==> src/design/thermo_map.svh <==
/*
 * Offsets, reset values, command codes and timing figures of the
 * temperature conversion block.
 * Assumes it is included by bare name; holds definitions only.
 */
`ifndef THERMO_MAP_SVH
`define THERMO_MAP_SVH

// ----------------------------------------------------------------
// commands
// ----------------------------------------------------------------
`define CMD_CONVERT 8'h44

// ----------------------------------------------------------------
// scratchpad byte offsets
// ----------------------------------------------------------------
`define SP_TEMP_LSB 4'h0
`define SP_TEMP_MSB 4'h1
`define SP_ALARM_HI 4'h2
`define SP_ALARM_LO 4'h3
`define SP_RSVD_A 4'h4
`define SP_RSVD_B 4'h5
`define SP_REMAIN 4'h6
`define SP_PER_DEG 4'h7
`define SP_CRC 4'h8

// ----------------------------------------------------------------
// field positions and values
// ----------------------------------------------------------------
`define TEMP_BITS 9
`define TEMP_SIGN_BIT 8
`define TEMP_RESET 16'h00AA
`define REMAIN_RESET 8'h00
`define COUNTS_PER_DEGREE 8'h10
`define RESERVED_BYTE 8'hFF
`define CRC_FILL 8'h00

// ----------------------------------------------------------------
// timing
// ----------------------------------------------------------------
`define CONV_TIME_MS 750
`define CLK_MHZ 100

`endif

==> src/design/thermo_pkg.sv <==
/*
 * Types of the temperature conversion block.
 * Assumes nothing of its surroundings.
 */
package thermo_pkg;

   // gray along idle -> convert -> store; store -> idle flips both bits
   typedef enum logic [1:0] {
      ST_IDLE = 2'b00,
      ST_CONV = 2'b01,
      ST_STORE = 2'b11
   } conv_state_type;

endpackage : thermo_pkg

==> src/design/conv_timer.sv <==
/*
 * Conversion timer: one done pulse a fixed number of cycles after start.
 * Assumes start is a one-cycle pulse on clk, rst synchronous high.
 */
`timescale 1ns/100ps
module conv_timer #(
   parameter int CYCLES = 75000000
) (
   input wire logic clk,
   input wire logic rst,
   input wire logic start,
   output logic running,
   output logic done
);
   logic [31:0] cnt_q;
   logic run_q;
   logic done_q;
   wire logic at_end = (cnt_q == 32'h0);

   always_ff @(posedge clk) begin
      if (rst) begin
         run_q <= 1'b0;
         cnt_q <= 32'h0;
         done_q <= 1'b0;
      end else begin
         done_q <= run_q & at_end;
         if (start) begin
            run_q <= 1'b1;
            cnt_q <= 32'(CYCLES - 1);
         end else if (run_q) begin
            run_q <= ~at_end;
            cnt_q <= at_end ? cnt_q : cnt_q - 32'h1;
         end
      end
   end

   assign running = run_q;
   assign done = done_q;
endmodule : conv_timer

==> src/design/temp_format.sv <==
/*
 * Formats a raw half-degree sample into the sign-extended result word.
 * Assumes the sample is two's complement, LSB worth half a degree.
 */
`timescale 1ns/100ps
`include "thermo_map.svh"
module temp_format (
   input wire logic [`TEMP_BITS-1:0] sample,
   output logic [15:0] word
);
   genvar i;
   // every upper bit repeats the sign
   generate
      for (i = 0; i < 16; i++) begin : g_bit
         if (i < `TEMP_SIGN_BIT) begin : g_mag
            assign word[i] = sample[i];
         end else begin : g_sign
            assign word[i] = sample[`TEMP_SIGN_BIT];
         end
      end
   endgenerate
endmodule : temp_format

==> src/design/temp_conversion_result.sv <==
/*
 * Temperature conversion control and result formatting for a
 * single-wire-bus thermometer: command start, progress answers in
 * read slots on external power, scratchpad byte view of the result.
 * Assumes slot timing and the command layer decode sit outside and hand
 * over one-cycle strobes on clk; the supply sense pin is asynchronous.
 */
`timescale 1ns/100ps
`include "thermo_map.svh"
module temp_conversion_result
   import thermo_pkg::*;
#(
   parameter int CONV_CYCLES = `CONV_TIME_MS * 1000 * `CLK_MHZ,
   // arbitrary identity value
   parameter logic [63:0] ROM_CODE = 64'h5A3C_96E1_0B7D_4F28
) (
   input wire logic clk,
   input wire logic rst,
   input wire logic match_valid,
   input wire logic [63:0] match_code,
   input wire logic cmd_valid,
   input wire logic [7:0] cmd_code,
   input wire logic read_slot,
   input wire logic supply_pin,
   input wire logic [`TEMP_BITS-1:0] sensor_code,
   input wire logic [7:0] sensor_remain,
   input wire logic [7:0] alarm_hi_nv,
   input wire logic [7:0] alarm_lo_nv,
   input wire logic [3:0] scratch_addr,
   output logic [7:0] scratch_rdata,
   output logic [15:0] temp_result,
   output logic busy,
   output logic conv_done,
   output logic selected,
   output logic dq_out,
   output logic dq_oe
);

   // ----------------------------------------------------------------
   // supply sense synchroniser
   // ----------------------------------------------------------------
   logic sup1_q;
   logic sup2_q;
   logic sup3_q;
   logic ext_power_q;

   always_ff @(posedge clk) begin
      if (rst) begin
         sup1_q <= 1'b0;
         sup2_q <= 1'b0;
         sup3_q <= 1'b0;
         ext_power_q <= 1'b0;
      end else begin
         sup1_q <= supply_pin;
         sup2_q <= sup1_q;
         sup3_q <= sup2_q;
         if (sup2_q == sup3_q) begin
            ext_power_q <= sup2_q;
         end
      end
   end

   // ----------------------------------------------------------------
   // device selection and command decode
   // ----------------------------------------------------------------
   logic selected_q;
   logic armed_q;
   conv_state_type state_q;
   conv_state_type state_d;

   wire logic code_hit = (match_code == ROM_CODE);
   wire logic cmd_take = cmd_valid & selected_q;
   wire logic is_convert = (cmd_code == `CMD_CONVERT);
   wire logic start_conv = cmd_take & is_convert & (state_q == ST_IDLE);

   always_ff @(posedge clk) begin
      if (rst) begin
         selected_q <= 1'b0;
      end else if (match_valid) begin
         selected_q <= code_hit;
      end
   end

   // polling stays armed from a convert command until another command
   always_ff @(posedge clk) begin
      if (rst) begin
         armed_q <= 1'b0;
      end else if (cmd_take) begin
         armed_q <= is_convert;
      end
   end

   // ----------------------------------------------------------------
   // conversion sequencing
   // ----------------------------------------------------------------
   logic timer_running;
   logic timer_done;

   conv_timer #(
      .CYCLES(CONV_CYCLES)
   ) u_timer (
      .clk(clk),
      .rst(rst),
      .start(start_conv),
      .running(timer_running),
      .done(timer_done)
   );

   always_comb begin
      state_d = state_q;
      case (state_q)
         ST_IDLE: begin
            if (start_conv) begin
               state_d = ST_CONV;
            end
         end
         ST_CONV: begin
            if (timer_done) begin
               state_d = ST_STORE;
            end
         end
         ST_STORE: begin
            state_d = ST_IDLE;
         end
         default: begin
            state_d = ST_IDLE;
         end
      endcase
   end

   logic busy_q;
   logic done_q;

   always_ff @(posedge clk) begin
      if (rst) begin
         state_q <= ST_IDLE;
         busy_q <= 1'b0;
         done_q <= 1'b0;
      end else begin
         state_q <= state_d;
         busy_q <= (state_d != ST_IDLE);
         done_q <= (state_q == ST_STORE);
      end
   end

   // ----------------------------------------------------------------
   // result registers
   // ----------------------------------------------------------------
   logic [15:0] fmt_word;
   logic [15:0] temp_q;
   logic [7:0] remain_q;

   temp_format u_format (
      .sample(sensor_code),
      .word(fmt_word)
   );

   always_ff @(posedge clk) begin
      if (rst) begin
         temp_q <= `TEMP_RESET;
         remain_q <= `REMAIN_RESET;
      end else if (state_q == ST_STORE) begin
         temp_q <= fmt_word;
         remain_q <= sensor_remain;
      end
   end

   // ----------------------------------------------------------------
   // scratchpad byte view
   // ----------------------------------------------------------------
   logic [7:0] byte_sel;
   logic [7:0] rdata_q;

   always_comb begin
      case (scratch_addr)
         `SP_TEMP_LSB: byte_sel = temp_q[7:0];
         `SP_TEMP_MSB: byte_sel = temp_q[15:8];
         `SP_ALARM_HI: byte_sel = alarm_hi_nv;
         `SP_ALARM_LO: byte_sel = alarm_lo_nv;
         `SP_RSVD_A: byte_sel = `RESERVED_BYTE;
         `SP_RSVD_B: byte_sel = `RESERVED_BYTE;
         `SP_REMAIN: byte_sel = remain_q;
         `SP_PER_DEG: byte_sel = `COUNTS_PER_DEGREE;
         `SP_CRC: byte_sel = `CRC_FILL;
         default: byte_sel = 8'h00;
      endcase
   end

   always_ff @(posedge clk) begin
      if (rst) begin
         rdata_q <= 8'h00;
      end else begin
         rdata_q <= byte_sel;
      end
   end

   // ----------------------------------------------------------------
   // progress answer on the data line
   // ----------------------------------------------------------------
   logic oe_q;
   logic out_q;

   // a zero bit pulls low; a one bit leaves the line to the pullup
   wire logic slot_low = read_slot & armed_q & ext_power_q & busy_q;

   always_ff @(posedge clk) begin
      if (rst) begin
         oe_q <= 1'b0;
         out_q <= 1'b0;
      end else begin
         oe_q <= slot_low;
         out_q <= 1'b0;
      end
   end

   assign scratch_rdata = rdata_q;
   assign temp_result = temp_q;
   assign busy = busy_q;
   assign conv_done = done_q;
   assign selected = selected_q;
   assign dq_out = out_q;
   assign dq_oe = oe_q;

   // ----------------------------------------------------------------
   // checks
   // ----------------------------------------------------------------
   logic [31:0] busy_cnt_q;

   always_ff @(posedge clk) begin
      if (rst) begin
         busy_cnt_q <= 32'h0;
      end else begin
         busy_cnt_q <= busy_q ? busy_cnt_q + 32'h1 : 32'h0;
      end
   end

   start_on_cmd_a: assert property (@(posedge clk) disable iff (rst)
      (state_q == ST_IDLE) && cmd_valid && selected_q && (cmd_code == `CMD_CONVERT)
      |=> busy_q && (state_q == ST_CONV))
      else $error("convert command did not start a conversion");

   idle_stays_a: assert property (@(posedge clk) disable iff (rst)
      (state_q == ST_IDLE) && !start_conv |=> !busy_q)
      else $error("left idle without a convert command");

   result_stored_a: assert property (@(posedge clk) disable iff (rst)
      timer_done && (state_q == ST_CONV)
      ##1 1'b1 |=> (temp_q == {{7{$past(sensor_code[8])}}, $past(sensor_code)})
      ##1 (state_q == ST_IDLE))
      else $error("result not stored or no return to idle");

   sign_repeat_a: assert property (@(posedge clk) disable iff (rst)
      temp_q[15:8] == {8{temp_q[7] ^ temp_q[7] ^ temp_q[8]}})
      else $error("upper result bits do not all repeat the sign");

   half_degree_a: assert property (@(posedge clk) disable iff (rst)
      (state_q == ST_STORE) |=> temp_q[0] == $past(sensor_code[0]))
      else $error("result lsb is not the half degree bit");

   reset_value_a: assert property (@(posedge clk)
      $past(rst) && !rst |-> temp_q == `TEMP_RESET)
      else $error("result register did not reset to 00AA");

   per_degree_a: assert property (@(posedge clk) disable iff (rst)
      scratch_addr == `SP_PER_DEG |=> scratch_rdata == 8'h10)
      else $error("counts per degree byte is not 16");

   temp_bytes_a: assert property (@(posedge clk) disable iff (rst)
      scratch_addr == `SP_TEMP_MSB |=> scratch_rdata == $past(temp_q[15:8]))
      else $error("byte 1 does not show the result high byte");

   alarm_bytes_a: assert property (@(posedge clk) disable iff (rst)
      scratch_addr == `SP_ALARM_LO |=> scratch_rdata == $past(alarm_lo_nv))
      else $error("byte 3 does not show the low alarm limit");

   poll_busy_a: assert property (@(posedge clk) disable iff (rst)
      read_slot && armed_q && ext_power_q && busy_q |=> dq_oe ##1 !dq_oe)
      else $error("busy read slot not answered with a single low");

   poll_done_a: assert property (@(posedge clk) disable iff (rst)
      read_slot && !busy_q |=> !dq_oe)
      else $error("finished conversion answered with a low");

   open_drain_a: assert property (@(posedge clk) disable iff (rst)
      !dq_out)
      else $error("data line driven high");

   conv_bound_a: assert property (@(posedge clk) disable iff (rst)
      busy_q |-> busy_cnt_q <= 32'(CONV_CYCLES + 2))
      else $error("conversion exceeded its maximum time");

   select_code_a: assert property (@(posedge clk) disable iff (rst)
      match_valid |=> selected_q == $past(match_code == ROM_CODE))
      else $error("selection does not follow the rom code match");

   timer_pair_a: assert property (@(posedge clk) disable iff (rst)
      (state_q == ST_CONV) |-> timer_running || timer_done)
      else $error("converting with the timer stopped");

endmodule : temp_conversion_result

==> config.mk <==
export PLATFORM = sky130hd
export DESIGN_NAME = temp_conversion_result
export DESIGN_NICKNAME = d
export VERILOG_FILES = /design/src/design/thermo_pkg.sv /design/src/design/conv_timer.sv /design/src/design/temp_format.sv /design/src/design/temp_conversion_result.sv
export VERILOG_INCLUDE_DIRS = /design/src /design/src/design
export SDC_FILE = /design/constraint.sdc
export NUM_CORES = 1
export LEC_CHECK = 0
export BUFFER_PORTS_ARGS = -buffer_cell sky130_fd_sc_hd__buf_2
export CAP_MARGIN = 20
export CORE_UTILIZATION = 40
export DETAILED_ROUTE_END_ITERATION = 8
export PLACE_DENSITY = 0.69
export SYNTH_ARGS = -nofsm -noshare
export SYNTH_HDL_FRONTEND = slang
export SYNTH_SLANG_ARGS = --single-unit
==> constraint.sdc <==
create_clock -name clk -period 3.7 [get_ports clk]
set_input_delay 0.185 -clock clk [delete_from_list [all_inputs] [get_ports clk]]
set_output_delay 0.185 -clock clk [all_outputs]
set_load 0.05 [all_outputs]
# == Word-level counts from Yosys, hierarchy flattened ==
# Cells that the tools add are included.
# classes
bitwise,8
eq_ne,13
n_mux,9
n_reduce_logical,9
add_sub_neg,1
# ops
op,n
2-to-1 mux 27 bit,3
== test 64 x 63 -> 1 bit (second input constant),1
case mux 8 bit (7 select lines),1
zero test 32 bit,1
subtractor 32 x 1 -> 32 bit (second input constant),1
== test 4 x 3 -> 1 bit (second input constant),4
== test 4 x 2 -> 1 bit (second input constant),2
== test 8 x 7 -> 1 bit (second input constant),1
AND 1 bit,7
== test 4 x 1 -> 1 bit (second input constant),1
zero test 4 bit,1
2-to-1 mux 2 bit,2
case mux 2 bit (2 select lines),1
AND reduction 2 bit,2
nonzero test 2 bit,2
OR reduction 2 bit,2
== test 2 x 1 -> 1 bit (second input constant),1
== test 2 bit (second input constant),1
zero test 2 bit,1
2-to-1 mux 1 bit,2
!= test 2 bit (second input constant),1
== test 1 bit,1
NOT 1 bit,1
# word_totals
word_cells,57
regBits,70

# == Depth between registers and ports, before layout ==
# Gate-level depths: netlist of the first run.
# depth
depth_word,6
depth_mapped,10
mapped_depth_nobuf,7

# == Cells and area by module ==
# A second synthesis of the first run with hierarchy kept.
# hier_totals
cells_unflattened,436
area_unflattened_um2,3801.1
# by_module_without_submodules
module,area_each_um2,seq_area_each_um2,n_inst,cells_each
temp_conversion_result,1948.1,860.8,1,230
conv_timer,1732.9,680.7,1,190
temp_format,120.1,0.0,1,16

# == Worst setup path before layout of the first run ==
# Ideal clock, no wire load.
# synth_timing
path_type,register to register
start,reg u_timer.cnt_q[0]
end,reg u_timer.cnt_q[1]
period_less_slack_ns,2.510
path_buffers,2
arrival_ns,2.439
setup_slack_ns,1.190
path_stages_with_launch,10
t_required_ns,3.629
setup_time_ns,0.071
cell_sequence,dfxtp_1 > inv_1 > ha_1 > or4b_1 > buf_6 > or3_4 > o31ai_4 > buf_6 > mux2_2 > a21oi_1
# synth_between
elab_chain_len,4
# synth_lines
element,line,rtl
"start, declared",conv_timer.sv:15,logic [31:0] cnt_q;
"start signal, assigned",conv_timer.sv:29,cnt_q <= 32'(CYCLES - 1);
"start signal, assigned",conv_timer.sv:32,cnt_q <= at_end ? cnt_q : cnt_q - 32'h1;
subtractor 32 x 1 -> 32 bit,conv_timer.sv:32,
2-to-1 mux 27 bit,conv_timer.sv:32,
2-to-1 mux 27 bit,conv_timer.sv:30,end else if (run_q) begin
2-to-1 mux 27 bit,conv_timer.sv:27,if (start) begin
# Parallel ways exist; a longest one is shown, timed or not. The select of a mux whose other input is x is not followed.
# A chain may end at the register's enable or synchronous reset.

# == Final worst setup path of the first run ==
# Ends and elaborated chain as after synthesis.

==> impl_metrics.csv, run 1 <==
group,metric,value,unit
outcome,status,"finished, final reports clean",
clocking,postCtsHoldBufs,0,
synth,yosysSeqAreaShare,41.6,%
synth,synth_flop_cell,"dfxtp_1",
synth,synthesis.area,0.00337,sq mm
synth,synth_top_area_share,41.6,%
worst_setup_path,r2r_end,"u_timer.cnt_q[1]",
drt,drt.antenna.violating_nets,0,
floorplan,io_pins,144,
floorplan,start_util,41.2,%
clocking,cts_max_path_buffers,2,
placement,gp_congestion,0.797,
drt,viasPerCell,5.42,
timing,final_hold_viol_count,0,
timing,drv_slew,0,
timing,worst_pin_slew,1.00,ns
worst_setup_path,path_class,"reg2reg",
global_routing,antenna_found_initial,0,
worst_setup_path,cp-start-kind,"flip-flop",
timing,setup_viol,0,
hold_path,whs_path_depth,2,
finish,syn_to_final_growth,27.8,%
synth,synth-async-reset-ratio,0,%
synth,yosys.cell_types.count,56,
clocking,cts_max_level,3,
hold_path,holdCritPathClass,"in2reg",
synth,avgSynthCellArea,8.62,sq um
timing,fin_hold_ws,0.0479,ns
timing,setup_ws,0.691,ns
worst_setup_path,r2r-start,"u_timer.cnt_q[0]",
floorplan,core_area,0.00818,sq mm
run,drv_cap,0,
worst_setup_path,rrSetupSlack,0.69,ns
pwr,p_per_area,347,mW/mm^2
synth,synth_top_area_cell,"dfxtp_1",
synth,ys_seq_elements,70,
global_routing,grt_max_degree,44,
placement,dp_cells,619,
floorplan,die_height,93.8,um
clocking,cts.reportedPaths.clkPinSlew,0.08,ns
timing,period_needed,3.01,ns
worst_setup_path,cp-end-kind,"flip-flop",
clocking,clock_sinks,70,
floorplan,rows,33,
synth,synth-edff-count,0,
finish,stdcell_count,637,
synth,synth_warnings,0,
drt,routed_wl,9000,um
global_routing,grt-ovfl-total,0,
synth,synth.area.top_cells,"dfxtp_1 (42%), a21oi_1 (6.1%), nand2_1 (4.8%), or4_1 (3.8%), o31ai_1 (2.7%)",
worst_setup_path,critPathRequiredTime,3.97,ns
clocking,cts_made_buffers,9,
clocking,cts_resized,0,
floorplan,die_x,93.8,um
clocking,clk_latency,0.34,ns
drt,firstDrtPassIters,4,
drt,post-route-drc-count,0,
timing,fin_crit_sh,81.3,%
timing,tns,0,ns
timing,max-slew-margin-rel,32.7,%
global_routing,grt_pass1_wl,13800,um
floorplan,dieArea,0.00880,sq mm
synth,syn_inst,391,
finish,fin_nets,642,
worst_setup_path,cp-endpoint,"u_timer.cnt_q[1]",
placement,port_buffers,142,
clocking,post_cts_buffers,0,
clocking,cts_tree,"done",
clocking,clockRootBuffer,"clkbuf_8",
pwr,ir_drop,0.000172,V
placement,dp.final_hpwl,6690,um
global_routing,grt_usage,20.1,%
worst_setup_path,r2r_cells,7,
timing,max_freq,332,MHz
pwr,leakagePower,0.00182,uW
worst_setup_path,arrival,3.27,ns
finish,final_layout_size_suffix_gt1_share,34.1,%
drt,vias,3453,
global_routing,grt_pass1_vias,2989,
timing,rsz0062_at_grt,"false",
timing,finalClockSkew,0.00818,ns
drt,wl_per_cell,14.1,um
drt,drtIter0Drc,178,
worst_setup_path,path_max_fanout,20,
worst_setup_path,critPathLaunch,"u_timer.cnt_q[0]",
pwr,p_total,1500,uW
placement,preCtsSetupSlack,0.698,ns
synth,syn-num-nets,507,
==> worst min path at each step <==
stage	startpoint	endpoint
after floorplan	sensor_code[1]	temp_result[1]
after global placement	supply_pin	sup1_q
after global routing	supply_pin	sup1_q
final	supply_pin	sup1_q
after detailed placement	supply_pin	sup1_q
after CTS	supply_pin	sup1_q
==> worst max-delay path, stage by stage, from the launching register on <==
cell and delay, ns:
dfxtp_1 0.31, inv_1 0.11, ha_1 0.18, or4b_1 0.64, or3_4 0.46, o31ai_4 0.66, mux2_2 0.41, a21oi_1 0.14
==> area by class of cell <==
type	count	area, sq um
diodes	1	2.50
clock buffers	11	141
clock inverters	5	58.8
fillers	811	3870
inverters	9	33.8
multi-input cells	288	1790
flip-flops and latches	70	1400
well taps	105	131
repair buffers	148	753
==> stage by stage <==
stage,instance area (sq um),util [%]
detailed placement,4100,50.2
global placement,4100,50.2
finish,4310,52.7
floorplan,3370,-
CTS,4300,52.6
global route,4310,52.7
==> report_power, final <==
group | switching (uW) | internal (uW)
clock network | 287 | 330
logic | 60.2 | 61.5
registers | 0.981 | 757
==> logic make-up (layout without fill, tap and decap cells) <==
| family | count (synthesis) | after routing | share of synthesized area (%) |
|---|---|---|---|
| other | 1 | 2 | 0.111 |
| flip-flops | 70 | 70 | 41.6 |
| multiplexers | 8 | 8 | 2.41 |
| buffers and inverters | 33 | 173 | 5.49 |
| XOR/XNOR | 8 | 8 | 2.30 |
| AND/OR/NAND/NOR | 172 | 172 | 29.6 |
| AO/OA/AOI/OAI | 98 | 98 | 18.1 |
| adder cells (fa/ha/maj) | 1 | 1 | 0.371 |
==> synthesized netlist by cell type, drive strengths merged (4+ instances only) <==
| cell type | number |
|---|---|
| o31ai | 13 |
| nand4 | 8 |
| clkbuf | 11 |
| or2 | 6 |
| dfxtp | 70 |
| or4 | 18 |
| nand4b | 6 |
| nor3 | 11 |
| nor4b | 6 |
| a221oi | 7 |
| a31oi | 9 |
| nor2b | 4 |
| nand3 | 9 |
| buf | 13 |
| mux2i | 7 |
| or3 | 14 |
| nor4 | 9 |
| inv | 9 |
| nor2 | 21 |
| xor2 | 7 |
| o21ai | 17 |
| nand2 | 43 |
| a21oi | 42 |
==> metal layers <==
metal	up-vias	share of wire, %	GRT usage [%]	wire (um)
li1	1733	-	-	-
met1	1601	46	27.5	4180
met2	113	46	30.8	4180
met3	6	6.0	5.26	539
met4	0	1.1	6.28	99
met5	-	0	0	0
==> state kept, by name, indices dropped and copies added (netlist names) <==
signal,cells
ext_power_q,1
busy,1
conv_done,1
u_timer.done,1
sup3_q,1
scratch_rdata,8
u_timer.cnt_q,32
selected,1
sup2_q,1
u_timer.running,1
dq_oe,1
remain_q,8
armed_q,1
sup1_q,1
temp_result,9
state_q,2
==> cells in the final DEF, fill, tap and decap left out, types with 3 or more instances in the layout <==
master	Yosys	layout
buf_4	8	5
xor2_1	7	7
and3_1	3	3
buf_2	0	142
o31ai_1	12	12
o21ai_0	15	15
nor4_1	8	8
nand4b_1	6	6
nor2_1	21	21
nor3_1	10	10
dfxtp_1	70	70
mux2i_1	7	7
a21oi_1	41	41
or2_2	6	6
a31oi_1	9	9
nor4b_1	6	6
nand3_1	9	9
nand2_1	43	43
nand4_1	8	8
or4_1	17	17
clkbuf_8	0	10
nand2b_1	3	3
a221oi_1	7	7
nor2b_1	4	4
inv_1	9	9
or3_1	13	13
(Power assumes the default switching activity.)
==> inputs of run 2 (changes only) <==
- ABC_AREA: not set -> 1
- PLACE_DENSITY: 0.69 -> 0.67
- clock period: 3.7 -> 2.9 ns (I/O delays scaled with it)
==> impl_metrics.csv, run 2 <==
group,metric,value,unit
outcome,status,"finished, final reports clean",
finish,syn_to_final_growth,24.9,%
clocking,cts_max_level,3,
drt,viasPerCell,4.74,
worst_setup_path,path_class,"reg2reg",
timing,fin_crit_sh,71.5,%
floorplan,die_x,99.6,um
drt,drtIter0Drc,216,
drt,routed_wl,10200,um
clocking,cts_tree,"done",
synth,synthesis.area,0.00381,sq mm
placement,dp.final_hpwl,7860,um
pwr,p_per_area,377,mW/mm^2
finish,layout_commonest_cell,"nand2_1",
finish,regArea,0.00140,sq mm
finish,layout_common_cells,"nand2_1 (147), buf_2 (142), nor2_1 (127)",
synth,avgSynthCellArea,6.36,sq um
finish,largest_reg_flops,32,
worst_setup_path,path_buf_inv,2,
global_routing,grt_max_degree,29,
finish,fill_cells,924,
worst_setup_path,cp-end-kind,"flip-flop",
synth,synth_top_area_share,36.7,%
floorplan,die_height,99.6,um
synth,synth_warnings,0,
worst_setup_path,rrSetupSlack,0.83,ns
hold_path,hold_path_startpoint,"match_valid",
hold_path,whs_path_depth,4,
synth,synth-edff-count,0,
clocking,cts_made_buffers,9,
worst_setup_path,arrival,2.36,ns
clocking,clk_latency,0.35,ns
worst_setup_path,crit_slowest_cell,"nand2_2",
worst_setup_path,cp_common_cell,"nand2_2",
timing,max_freq,482,MHz
placement,gp_congestion,0.885,
finish,fin_nets,852,
worst_setup_path,slowest_delay,0.36,ns
timing,rsz0062_at_grt,"false",
worst_setup_path,critPathRequiredTime,3.18,ns
worst_setup_path,path_max_fanout,21,
worst_setup_path,crit_chain,"inv_1 -> ha_1 -> nand2_2 -> nor2_4 -> nand2_2 -> inv_1 -> nand2_2 -> nand2_2 -> nand2_1 -> nor2_1 -> nor2_1 -> nor2_1",
finish,multi_input_area,0.00200,sq mm
timing,drv_slew,0,
synth,yosysMostFrequentCell,"nand2_1",
timing,finalClockSkew,0.0114,ns
synth,yosys.cell_types.count,30,
drt,vias,4123,
clocking,cts_resized,0,
drt,firstDrtPassIters,4,
synth,synth-async-reset-ratio,0,%
floorplan,dieArea,0.00993,sq mm
synth,syn-num-nets,716,
drt,drt.antenna.violating_nets,0,
synth,yosysSeqAreaShare,36.7,%
drt,post-route-drc-count,0,
placement,port_buffers,142,
floorplan,core_area,0.00924,sq mm
hold_path,hold_end,"selected",
synth,synth_flop_cell,"dfxtp_1",
worst_setup_path,r2r_cells,12,
finish,antenna_cells,0,
finish,final_layout_size_suffix_gt1_share,23.0,%
hold_path,holdCritPathClass,"in2reg",
timing,setup_viol,0,
global_routing,grt-ovfl-total,0,
worst_setup_path,r2r-start,"u_timer.cnt_q[0]",
synth,ys_seq_elements,70,
pwr,ir_drop,0.000196,V
worst_setup_path,r2r_end,"u_timer.cnt_q[7]",
pwr,leakagePower,0.00241,uW
timing,max-slew-margin-rel,42.9,%
run,drv_cap,0,
synth,syn_inst,600,
clocking,cts.reportedPaths.clkPinSlew,0.07,ns
global_routing,grt_pass1_wl,17500,um
global_routing,antenna_found_initial,0,
clocking,clockRootBuffer,"clkbuf_8",
floorplan,rows,35,
worst_setup_path,crit_family,"simple AND/OR/NAND/NOR gates",
drt,wl_per_cell,11.7,um
global_routing,grt_usage,21.8,%
timing,tns,0,ns
clocking,clock_sinks,70,
synth,synth.area.top_cells,"dfxtp_1 (37%), nand2_1 (14%), nor2_1 (13%), inv_1 (6.8%), nand3_1 (5.9%)",
placement,preCtsSetupSlack,0.843,ns
global_routing,grt_pass1_vias,4011,
worst_setup_path,cp-start-kind,"flip-flop",
floorplan,start_util,41.3,%
clocking,cts_max_path_buffers,2,
timing,period_needed,2.07,ns
timing,final_hold_viol_count,0,
synth,synthTopCellsByCount,"nand2_1 (147), nor2_1 (127), dfxtp_1 (70), inv_1 (69), nand3_1 (45)",
finish,regMostFlops,"u_timer.cnt_q",
timing,worst_pin_slew,0.850,ns
timing,setup_ws,0.826,ns
synth,synth_top_area_cell,"dfxtp_1",
floorplan,io_pins,144,
-- run 2: repair_timing --
action,4_1_cts,5_1_grt
setup buffers,0,0
hold buffers,5,0
endpoints found under the hold margin,5,0
-- run 2: area by class of cell --
class                   count  share of cell area [%]
clock inverters             4                   0.525
multi-input cells         435                    41.9
flip-flops and latches     70                    29.4
well taps                 129                    3.39
clock buffers              11                    2.76
repair buffers            150                    16.4
inverters                  70                    5.52
-- run 2: kinds of logic (layout without fill, tap and decap cells) --
logic type	count (synthesis)	in the layout	share of synthesized area (%)
buffers and inverters	95	235	10.9
AOI/OAI and AO/OA	62	62	9.22
DFF	70	70	36.7
other	1	1	0.0983
adders and majority gates	1	1	0.328
and+or+nand+nor	357	357	39.5
xor gates and xnor gates	14	14	3.22
-- run 2: stage by stage --
step	hold slack, ns	cell area, sq um	instances	power (uW)	util, %
2_1_floorplan	0.252	3810	600	1060	-
3_3_place_gp	0.347	4560	849	1150	49.3
3_5_place_dp	0.350	4560	849	1150	49.3
4_1_cts	0.0402	4760	869	1820	51.6
5_1_grt	0.0571	4760	869	1870	51.6
6_report	0.0521	4760	869	1800	51.6
-- run 2: how the worst max path moves through the flow --
| stage | start | cells past startpoint | endpoint |
|---|---|---|---|
| after floorplan | selected | 6 | u_timer.cnt_q[15] |
| after global placement | u_timer.cnt_q[0] | 12 | u_timer.cnt_q[7] |
| after detailed placement | u_timer.cnt_q[0] | 12 | u_timer.cnt_q[7] |
| after CTS | u_timer.cnt_q[0] | 12 | u_timer.cnt_q[7] |
| after global routing | u_timer.cnt_q[0] | 12 | u_timer.cnt_q[7] |
| final | u_timer.cnt_q[0] | 12 | u_timer.cnt_q[7] |
-- run 2: report_power, final --
part	total [uW]	switching [uW]	internal (uW)	leakage [uW]
Sequential	970	2.35	968	0.000565
Combinational	163	85.0	77.7	0.00177
Clock	663	360	303	0.0000752
-- run 2: worst register-to-register path: cells and delay by family, from the launching register on --
family	cells	cell delay, ns
buf+inv	2	0.18
flops	1	0.31
simple gates	9	1.25
fa+ha+maj	1	0.27
-- run 2: routing by layer --
metal | vias up | global-route usage [%] | share of wire, %
met5 | - | 0 | 0
met4 | 0 | 8.26 | 2.0
met3 | 23 | 6.18 | 6.7
met2 | 134 | 37.3 | 47
met1 | 1812 | 25.8 | 44
li1 | 2154 | - | -
